File: src/rtl/stsd_pkg.sv
`default_nettype none
package stsd_pkg;

    localparam int unsigned ADDR_W = 4;
    localparam int unsigned DATA_W = 8;
    localparam int unsigned CNT_W  = 24;
    localparam int unsigned CLK_CODE_W = 3;
    localparam int unsigned SRC_CODE_W = 5;

    // Register indices on the plain register port.
    localparam logic [ADDR_W-1:0] OFS_CLK_SEL   = 4'h0;
    localparam logic [ADDR_W-1:0] OFS_WIN_SEL   = 4'h1;
    localparam logic [ADDR_W-1:0] OFS_SIG_SEL   = 4'h2;
    localparam logic [ADDR_W-1:0] OFS_CNT_LOW   = 4'h3;
    localparam logic [ADDR_W-1:0] OFS_CNT_HIGH  = 4'h4;
    localparam logic [ADDR_W-1:0] OFS_CNT_UPPER = 4'h5;
    localparam logic [ADDR_W-1:0] OFS_CPR_LOW   = 4'h6;
    localparam logic [ADDR_W-1:0] OFS_CPR_HIGH  = 4'h7;
    localparam logic [ADDR_W-1:0] OFS_CPR_UPPER = 4'h8;
    localparam logic [ADDR_W-1:0] OFS_CPW_LOW   = 4'h9;
    localparam logic [ADDR_W-1:0] OFS_CPW_HIGH  = 4'ha;
    localparam logic [ADDR_W-1:0] OFS_CPW_UPPER = 4'hb;

    // Field positions: codes sit at bit 0 of their register; counter bytes start at bits 0, 8 and 16 of the counter.
    localparam int unsigned CODE_LSB = 0;
    localparam int unsigned LOW_LSB  = 0;
    localparam int unsigned HIGH_LSB = 8;
    localparam int unsigned UPPER_LSB = 16;

    // Reset values.
    localparam logic [CLK_CODE_W-1:0] RST_CLK_CODE = 3'h0;
    localparam logic [SRC_CODE_W-1:0] RST_SRC_CODE = 5'h00;
    localparam logic [CNT_W-1:0]      RST_COUNTER  = 24'h000000;
    localparam logic [DATA_W-1:0]     RST_RDATA    = 8'h00;

    // Selected codes used by the built-in checks.
    localparam logic [CLK_CODE_W-1:0] CLK_INSTR    = 3'h0;
    localparam logic [CLK_CODE_W-1:0] CLK_MED_OSC  = 3'h4;
    localparam logic [CLK_CODE_W-1:0] CLK_REF_OUT  = 3'h7;
    localparam logic [SRC_CODE_W-1:0] WIN_PIN      = 5'h00;
    localparam logic [SRC_CODE_W-1:0] WIN_CCP_ONE  = 5'h09;
    localparam logic [SRC_CODE_W-1:0] WIN_RSVD     = 5'h11;
    localparam logic [SRC_CODE_W-1:0] SIG_T0_ROLL  = 5'h01;
    localparam logic [SRC_CODE_W-1:0] SIG_CLC_ONE  = 5'h16;

    typedef struct packed {
        logic reference_clock_out;
        logic secondary_crystal_osc;
        logic medium_freq_div16;
        logic medium_freq_internal_osc;
        logic low_freq_internal_osc;
        logic high_freq_internal_osc;
        logic sys_clk;
        logic instr_clk;
    } stsd_osc_t;

    typedef struct packed {
        logic       timer_zero_rollover;
        logic [5:0] timer_postscaled;
        logic [3:0] capture_compare_output;
        logic [3:0] pwm_output;
        logic       osc_controller_output;
        logic [1:0] comparator_output;
        logic       zero_cross_output;
        logic [3:0] logic_cell_output;
    } stsd_periph_t;

    typedef struct packed {
        logic [ADDR_W-1:0] addr;
        logic [DATA_W-1:0] wdata;
        logic              wr;
        logic              rd;
    } stsd_bus_t;

endpackage
`default_nettype wire

File: src/rtl/stsd_select.sv
`timescale 1ns/10ps
`default_nettype none
module stsd_select #(
    parameter int unsigned CODE_W = 5
) (
    input  wire logic                 clk_i,
    input  wire logic                 reset_i,
    input  wire logic                 clk_en_i,
    input  wire logic [CODE_W-1:0]    code_i,
    input  wire logic [2**CODE_W-1:0] sources_i,
    input  wire logic                 invert_i,
    output var  logic                 selected_o
);

    logic picked;

    assign picked = sources_i[code_i] ^ invert_i;

    always_ff @(posedge clk_i or posedge reset_i)
    begin
        if (reset_i)
        begin
            selected_o <= 1'b0;
        end
        else if (clk_en_i)
        begin
            selected_o <= picked;
        end
    end

endmodule
`default_nettype wire

File: src/rtl/stsd_latch.sv
`timescale 1ns/10ps
`default_nettype none
module stsd_latch #(
    parameter int unsigned W = 24
) (
    input  wire logic         clk_i,
    input  wire logic         clk_en_i,
    input  wire logic         load_i,
    input  wire logic [W-1:0] value_i,
    output var  logic [W-1:0] held_o
);

    // No reset: the held value stays unknown until the first capture.
    always_ff @(posedge clk_i)
    begin
        if (clk_en_i && load_i)
        begin
            held_o <= value_i;
        end
    end

endmodule
`default_nettype wire

File: src/rtl/stsd_regs.sv
// Behaviour
// - Clock code 000 instruction clock, 001 system clock.
// - Clock code 010 fast oscillator, 011 slow oscillator.
// - Clock code 100 medium oscillator, 101 divided.
// - Clock code 110 crystal, 111 reference clock.
// - Window codes 0 to 4: pin and oscillators.
// - Window codes: timers, capture outputs, pwm outputs.
// - Window codes: controller, comparators, zero-cross, cells.
// - Signal codes: pin, rollover, timers one to six.
// - Signal codes: capture, pwm, comparators, cells.
// - Counter bytes readable, writable, cleared at reset.
// - Captured period: three read-only bytes, undefined.
// - Captured width low and high bytes read-only.
// - Captured width upper byte read-only, undefined.
// - Polarity one inverts window and signal inputs.
//
// Decided for this implementation: the strobed register port and the register offsets.
`timescale 1ns/10ps
`default_nettype none
module stsd_regs (
    input  wire logic                      clk_i,
    input  wire logic                      reset_i,
    input  wire logic                      clk_en_i,
    input  wire stsd_pkg::stsd_bus_t       reg_bus_i,
    output var  logic [7:0]                reg_rdata_o,
    input  wire stsd_pkg::stsd_osc_t       osc_i,
    input  wire stsd_pkg::stsd_periph_t    periph_i,
    input  wire logic                      window_pin_input_i,
    input  wire logic                      signal_pin_input_i,
    input  wire logic                      window_polarity_i,
    input  wire logic                      signal_polarity_i,
    input  wire logic                      counter_inc_i,
    input  wire logic                      counter_clear_i,
    input  wire logic                      capture_period_i,
    input  wire logic                      capture_width_i,
    output var  logic                      timer_clock_o,
    output var  logic                      window_input_o,
    output var  logic                      measured_signal_input_o,
    output var  logic [23:0]               measurement_counter_o,
    output var  logic [23:0]               captured_period_o,
    output var  logic [23:0]               captured_pulse_width_o
);

    logic [stsd_pkg::CLK_CODE_W-1:0] clock_code_q;
    logic [stsd_pkg::SRC_CODE_W-1:0] window_code_q;
    logic [stsd_pkg::SRC_CODE_W-1:0] signal_code_q;
    logic [stsd_pkg::CNT_W-1:0]      counter_q;
    logic [stsd_pkg::CNT_W-1:0]      counter_d;
    logic [stsd_pkg::DATA_W-1:0]     rdata_d;
    logic [7:0]                      clock_sources;
    logic [31:0]                     window_sources;
    logic [31:0]                     signal_sources;
    logic                            wr_clk;
    logic                            wr_win;
    logic                            wr_sig;
    logic                            wr_low;
    logic                            wr_high;
    logic                            wr_upper;
    logic                            wr_any_byte;
    logic [7:0]                      next_low;
    logic [7:0]                      next_high;
    logic [7:0]                      next_upper;

    // Register write decode.
    assign wr_clk   = reg_bus_i.wr && reg_bus_i.addr == stsd_pkg::OFS_CLK_SEL;
    assign wr_win   = reg_bus_i.wr && reg_bus_i.addr == stsd_pkg::OFS_WIN_SEL;
    assign wr_sig   = reg_bus_i.wr && reg_bus_i.addr == stsd_pkg::OFS_SIG_SEL;
    assign wr_low   = reg_bus_i.wr && reg_bus_i.addr == stsd_pkg::OFS_CNT_LOW;
    assign wr_high  = reg_bus_i.wr && reg_bus_i.addr == stsd_pkg::OFS_CNT_HIGH;
    assign wr_upper = reg_bus_i.wr
                      && reg_bus_i.addr == stsd_pkg::OFS_CNT_UPPER;
    assign wr_any_byte = wr_low || wr_high || wr_upper;

    // Source vectors are indexed directly by the selection code.
    assign clock_sources = {
        osc_i.reference_clock_out,
        osc_i.secondary_crystal_osc,
        osc_i.medium_freq_div16,
        osc_i.medium_freq_internal_osc,
        osc_i.low_freq_internal_osc,
        osc_i.high_freq_internal_osc,
        osc_i.sys_clk,
        osc_i.instr_clk
    };

    // Reserved and unassigned codes select a constant low input.
    assign window_sources = {
        5'h00,
        periph_i.logic_cell_output,
        periph_i.zero_cross_output,
        periph_i.comparator_output,
        periph_i.osc_controller_output,
        2'h0,
        periph_i.pwm_output,
        periph_i.capture_compare_output,
        periph_i.timer_postscaled[5],
        periph_i.timer_postscaled[3],
        periph_i.timer_postscaled[1],
        1'b0,
        osc_i.reference_clock_out,
        osc_i.secondary_crystal_osc,
        osc_i.medium_freq_div16,
        osc_i.low_freq_internal_osc,
        window_pin_input_i
    };

    assign signal_sources = {
        6'h00,
        periph_i.logic_cell_output,
        periph_i.zero_cross_output,
        periph_i.comparator_output,
        periph_i.osc_controller_output,
        2'h0,
        periph_i.pwm_output,
        periph_i.capture_compare_output,
        periph_i.timer_postscaled,
        periph_i.timer_zero_rollover,
        signal_pin_input_i
    };

    // A byte write replaces only its own byte and wins over counting,
    // so software never sees a half-incremented value it just wrote.
    assign next_low   = wr_low ? reg_bus_i.wdata
                               : counter_q[stsd_pkg::LOW_LSB +: 8];
    assign next_high  = wr_high ? reg_bus_i.wdata
                                : counter_q[stsd_pkg::HIGH_LSB +: 8];
    assign next_upper = wr_upper ? reg_bus_i.wdata
                                 : counter_q[stsd_pkg::UPPER_LSB +: 8];

    assign counter_d = wr_any_byte ? {next_upper, next_high, next_low}
                     : counter_clear_i ? stsd_pkg::RST_COUNTER
                     : counter_inc_i ? counter_q + 24'h000001
                     : counter_q;

    // Read multiplexer; unmapped indices read as zero.
    always_comb
    begin
        rdata_d = stsd_pkg::RST_RDATA;
        unique case (reg_bus_i.addr)
            stsd_pkg::OFS_CLK_SEL:
                rdata_d = {5'h00, clock_code_q};
            stsd_pkg::OFS_WIN_SEL:
                rdata_d = {3'h0, window_code_q};
            stsd_pkg::OFS_SIG_SEL:
                rdata_d = {3'h0, signal_code_q};
            stsd_pkg::OFS_CNT_LOW:
                rdata_d = counter_q[stsd_pkg::LOW_LSB +: 8];
            stsd_pkg::OFS_CNT_HIGH:
                rdata_d = counter_q[stsd_pkg::HIGH_LSB +: 8];
            stsd_pkg::OFS_CNT_UPPER:
                rdata_d = counter_q[stsd_pkg::UPPER_LSB +: 8];
            stsd_pkg::OFS_CPR_LOW:
                rdata_d = captured_period_o[stsd_pkg::LOW_LSB +: 8];
            stsd_pkg::OFS_CPR_HIGH:
                rdata_d = captured_period_o[stsd_pkg::HIGH_LSB +: 8];
            stsd_pkg::OFS_CPR_UPPER:
                rdata_d = captured_period_o[stsd_pkg::UPPER_LSB +: 8];
            stsd_pkg::OFS_CPW_LOW:
                rdata_d = captured_pulse_width_o[stsd_pkg::LOW_LSB +: 8];
            stsd_pkg::OFS_CPW_HIGH:
                rdata_d = captured_pulse_width_o[stsd_pkg::HIGH_LSB +: 8];
            stsd_pkg::OFS_CPW_UPPER:
                rdata_d = captured_pulse_width_o[stsd_pkg::UPPER_LSB +: 8];
            default:
                rdata_d = stsd_pkg::RST_RDATA;
        endcase
    end

    always_ff @(posedge clk_i or posedge reset_i)
    begin
        if (reset_i)
        begin
            clock_code_q  <= stsd_pkg::RST_CLK_CODE;
            window_code_q <= stsd_pkg::RST_SRC_CODE;
            signal_code_q <= stsd_pkg::RST_SRC_CODE;
        end
        else if (clk_en_i)
        begin
            if (wr_clk)
            begin
                clock_code_q <= reg_bus_i.wdata[stsd_pkg::CODE_LSB +: 3];
            end
            if (wr_win)
            begin
                window_code_q <= reg_bus_i.wdata[stsd_pkg::CODE_LSB +: 5];
            end
            if (wr_sig)
            begin
                signal_code_q <= reg_bus_i.wdata[stsd_pkg::CODE_LSB +: 5];
            end
        end
    end

    always_ff @(posedge clk_i or posedge reset_i)
    begin
        if (reset_i)
        begin
            counter_q <= stsd_pkg::RST_COUNTER;
        end
        else if (clk_en_i)
        begin
            counter_q <= counter_d;
        end
    end

    // Read data stand only in the cycle after the read strobe.
    always_ff @(posedge clk_i or posedge reset_i)
    begin
        if (reset_i)
        begin
            reg_rdata_o <= stsd_pkg::RST_RDATA;
        end
        else if (clk_en_i)
        begin
            reg_rdata_o <= reg_bus_i.rd ? rdata_d : stsd_pkg::RST_RDATA;
        end
    end

    assign measurement_counter_o = counter_q;

    // The timer clock is sampled, so sources faster than half of clk_i
    // alias; that is the price of keeping one clock domain.
    stsd_select #(
        .CODE_W     (stsd_pkg::CLK_CODE_W)
    ) u_clock_select (
        .clk_i      (clk_i),
        .reset_i    (reset_i),
        .clk_en_i   (clk_en_i),
        .code_i     (clock_code_q),
        .sources_i  (clock_sources),
        .invert_i   (1'b0),
        .selected_o (timer_clock_o)
    );

    stsd_select #(
        .CODE_W     (stsd_pkg::SRC_CODE_W)
    ) u_window_select (
        .clk_i      (clk_i),
        .reset_i    (reset_i),
        .clk_en_i   (clk_en_i),
        .code_i     (window_code_q),
        .sources_i  (window_sources),
        .invert_i   (window_polarity_i),
        .selected_o (window_input_o)
    );

    stsd_select #(
        .CODE_W     (stsd_pkg::SRC_CODE_W)
    ) u_signal_select (
        .clk_i      (clk_i),
        .reset_i    (reset_i),
        .clk_en_i   (clk_en_i),
        .code_i     (signal_code_q),
        .sources_i  (signal_sources),
        .invert_i   (signal_polarity_i),
        .selected_o (measured_signal_input_o)
    );

    stsd_latch #(
        .W          (stsd_pkg::CNT_W)
    ) u_period_latch (
        .clk_i      (clk_i),
        .clk_en_i   (clk_en_i),
        .load_i     (capture_period_i),
        .value_i    (counter_q),
        .held_o     (captured_period_o)
    );

    stsd_latch #(
        .W          (stsd_pkg::CNT_W)
    ) u_width_latch (
        .clk_i      (clk_i),
        .clk_en_i   (clk_en_i),
        .load_i     (capture_width_i),
        .value_i    (counter_q),
        .held_o     (captured_pulse_width_o)
    );
endmodule
`default_nettype wire

File: config.mk
export PLATFORM = sky130hd
export DESIGN_NAME = stsd_regs
export DESIGN_NICKNAME = d
export VERILOG_FILES = /design/src/rtl/stsd_pkg.sv /design/src/rtl/stsd_select.sv /design/src/rtl/stsd_latch.sv /design/src/rtl/stsd_regs.sv
export SDC_FILE = /design/constraint.sdc
export NUM_CORES = 1
export LEC_CHECK = 0
export ABC_AREA = 1
export BUFFER_PORTS_ARGS = -buffer_cell sky130_fd_sc_hd__buf_4
export CAP_MARGIN = 20
export CORE_ASPECT_RATIO = 1.75
export CORE_MARGIN = 1.5
export CORE_UTILIZATION = 55
export CTS_CLUSTER_DIAMETER = 200
export DETAILED_ROUTE_END_ITERATION = 12
export PLACE_DENSITY = 0.81
export SKIP_LAST_GASP = 1
export SYNTH_ARGS = -nofsm -noshare
export SYNTH_HDL_FRONTEND = slang
export SYNTH_SLANG_ARGS = --single-unit
File: constraint.sdc
create_clock -name clk_i -period 4.6 [get_ports clk_i]
set_clock_uncertainty 0.2 [all_clocks]
set_input_delay 0.23 -clock clk_i [delete_from_list [all_inputs] [get_ports clk_i]]
set_output_delay 0.23 -clock clk_i [all_outputs]
set_load 0.02 [all_outputs]
==> results_dict.tcl <==
set metrics [dict create \
    status "finished clean" \
    ys_seq_elements 96 \
    insertedDiodeCount 0 \
    place.detailed.instances 985 \
    timing.critical_path.from_type "flop" \
    worst_r2r_startpoint "measurement_counter_o[0]$_DFFE_PP0P_" \
    fin_crit_ps 2430 \
    hp-start "reg_bus_i[9]" \
    cts.repair.resized 0 \
    viasPerCell 5.94 \
    overflow 0 \
    detailedRoute.firstPassIterationCount 6 \
    starting_density_of_the_core_pct 56.0 \
    setup.worst_path.end_class "flop" \
    post-dp-hpwl_um 15900 \
    synth_top_flop_cell "sky130_fd_sc_hd__edfxtp_1" \
    setup-tns-final_ps 0 \
    clk-insertion-delay-late_ps 340 \
    synth.lib_cells_used.distinct 37 \
    grt_start_max_net_pins 49 \
    globalRouteTotalUtil_pct 39.1 \
    maxCapViolations 0 \
    final_max_slew_viol_count 0 \
    ir_drop_v 0.000265 \
    first_global_vias 5793 \
    postCtsSetupRepairBufs 0 \
    syn-instance-count 734 \
    finalWirelength_um 20700 \
    cts.clk_slew.worst_paths_ps 70 \
    port_buffers 138 \
    timing.final.hold_violations 0 \
    most_frequent_cells_in_the_layout "266 x sky130_fd_sc_hd__nand2_1, 138 x sky130_fd_sc_hd__buf_4, 87 x sky130_fd_sc_hd__inv_1" \
    worstHoldPathType "primary input to flop" \
    via_count 5967 \
    detail_route.drc_violations 0 \
    numCtsBuffers 9 \
    synth-edff-count 48 \
    syn_area_per_cell_sq_um 7.46 \
    crit_required_ps 4630 \
    flow.area_growth_from_synthesis_pct 26.5 \
    synth_area_sq_um 5480 \
    synth_nets 791 \
    cts_tree "done" \
    worst-slew-pin-transition_ps 1020 \
    cts_root_buf "sky130_fd_sc_hd__clkbuf_16" \
    final_min_period_over_clock_period_pct 52.9 \
    cp_max_fo 10 \
    critical_path.startpoint "measurement_counter_o[0]$_DFFE_PP0P_" \
    setup_viol 0 \
    cts-root-to-sink-buffers 2 \
    most_common_cell_after_layout_fill_and_taps_aside "sky130_fd_sc_hd__nand2_1" \
    fin_hold_ws_ps 9.63 \
    die_y_um 135 \
    std_cell_rows 48 \
    cts_sinks 96 \
    ys_async_sr_fraction_pct 50.0 \
    route.detailed.wl_per_inst_um 20.6 \
    type_of_the_setup_path_with_the_least_slack "flop to flop" \
    ys_warn_count 0 \
    share_of_final_layout_standard_cells_stronger_than_drive_strength_1_pct 20.1 \
    power_leakage_nw 3.37 \
    area_of_the_die_sq_um 10600 \
    worst_ep_arrival_time_ps 2460 \
    synth_top_cell_area_share_pct 26.3 \
    ant_nets 0 \
    fmax_mhz 411 \
    drt_iter0_markers 624 \
    place.gp.congestion 1.05 \
    timing.slew.headroom_pct 32.1 \
    postCtsHoldBufs 3 \
    core_region_area_sq_um 9790 \
    seq_area_frac_synth_pct 48.2 \
    cts_max_level 3 \
    fin_cells 1005 \
    synthTopCellsByArea "sky130_fd_sc_hd__edfxtp_1 26%, sky130_fd_sc_hd__dfrtp_1 22%, sky130_fd_sc_hd__nand2_1 18%" \
    die-width_um 78.5 \
    synthDominantAreaCellType "sky130_fd_sc_hd__edfxtp_1" \
    total_number_of_nets_in_the_final_design 932 \
    p_per_area_nw_per_um2 358 \
    grt_first_pass_wirelength_um 30600 \
    grt_antenna_before_repair 0 \
    io_pins 139 \
    rsz0062_at_grt "no" \
]
## Yosys cell counts (2+ instances only)
cell / n
sky130_fd_sc_hd__nand2_2: 5
sky130_fd_sc_hd__nor2_1: 59
sky130_fd_sc_hd__o211ai_1: 3
sky130_fd_sc_hd__o2111a_1: 4
sky130_fd_sc_hd__xor2_1: 4
sky130_fd_sc_hd__inv_1: 88
sky130_fd_sc_hd__a21oi_1: 25
sky130_fd_sc_hd__o22ai_1: 13
sky130_fd_sc_hd__inv_2: 6
sky130_fd_sc_hd__o21ai_0: 35
sky130_fd_sc_hd__buf_2: 3
sky130_fd_sc_hd__nand3_1: 69
sky130_fd_sc_hd__edfxtp_1: 48
sky130_fd_sc_hd__a211oi_1: 4
sky130_fd_sc_hd__nor3_1: 8
sky130_fd_sc_hd__clkbuf_1: 7
sky130_fd_sc_hd__dfrtp_1: 48
sky130_fd_sc_hd__nor2_2: 6
sky130_fd_sc_hd__o21ai_2: 2
sky130_fd_sc_hd__nand4_1: 15
sky130_fd_sc_hd__nand2_1: 266
## sequential cells by signal, summed over array words and instances (netlist names), 3 cells and up
name / flops
measurement_counter_o: 24
signal_code_q: 5
reg_rdata_o: 8
u_width_latch.held_o: 24
window_code_q: 5
u_period_latch.held_o: 24
clock_code_q: 3
## per-stage QoR
stage	cell area (sq um)	util [%]	setup WS [ps]	total power (W)
floorplan	5480	-	2510	0.00148
global placement	6610	67.5	2320	0.00177
detailed placement	6610	67.5	2260	0.00178
CTS	6910	70.6	2240	0.00246
global route	6930	70.8	2030	0.00257
finish	6930	70.8	2170	0.00248
## critical path, cell delays in order (launching register included)
cell and delay [ps]:
sky130_fd_sc_hd__dfrtp_1 570, sky130_fd_sc_hd__ha_1 230, sky130_fd_sc_hd__nand2_1 80, sky130_fd_sc_hd__nor2_2 170, sky130_fd_sc_hd__nand2_1 120, sky130_fd_sc_hd__nor2_2 210, sky130_fd_sc_hd__nand3_1 200, sky130_fd_sc_hd__nor2_1 220
sky130_fd_sc_hd__nand2_1 100, sky130_fd_sc_hd__o21ai_1 130, sky130_fd_sc_hd__a21oi_1 80
## routing by layer
layer	vias to the layer above	global-route usage [%]	routed length (um)	share of wire [%]
met5	-	0	0	0
met4	0	29.3	1440	6.9
met3	96	6.55	1490	7.2
met2	377	70.8	11100	54
met1	2800	39.4	6650	32
li1	2694	-	-	-
## power by group
group / total, W / switching, W / internal (W)
Sequential: 0.00116 / 0.000148 / 0.00101
Combinational: 0.000632 / 0.000402 / 0.000229
Clock: 0.000691 / 0.000323 / 0.000368
Total: 0.00248 / 0.000873 / 0.00161
## layout make-up
type	instances	area [sq um]
Clock buffer	12	236
Clock inverter	4	31.3
Fill cell	840	2860
Inverter	96	362
Multi-Input combinational cell	530	2410
Sequential cell	96	2640
Tap cell	125	156
Timing Repair Buffer	142	1090
## kinds of logic after synthesis
| group | count (synthesis) | synth area share, % |
|---|---|---|
| AND/OR/NAND/NOR | 431 | 32.9 |
| buffers and inverters | 108 | 7.70 |
| flip-flops | 96 | 48.2 |
| AO/OA/AOI/OAI | 94 | 10.3 |
| adder cells (fa/ha/maj) | 1 | 0.228 |
| XOR/XNOR | 4 | 0.639 |
## path summary, 6_finish.rpt
kind                                                           to  slack, ps  depth (start not counted)
setup / recovery            measurement_counter_o[20]$_DFFE_PP0P_       2170                         10
hold / removal              measurement_counter_o[23]$_DFFE_PP0P_         10                          3
setup reg to reg            measurement_counter_o[20]$_DFFE_PP0P_       2170                         10
hold reg to reg                      signal_code_q[3]$_DFFE_PP0P_        290                          2
max in group asynchronous   measurement_counter_o[18]$_DFFE_PP0P_       3530                          4
min in group asynchronous  u_window_select.selected_o$_DFFE_PP0P_        170                          3
Note: power is estimated with default switching activity, not from simulation.
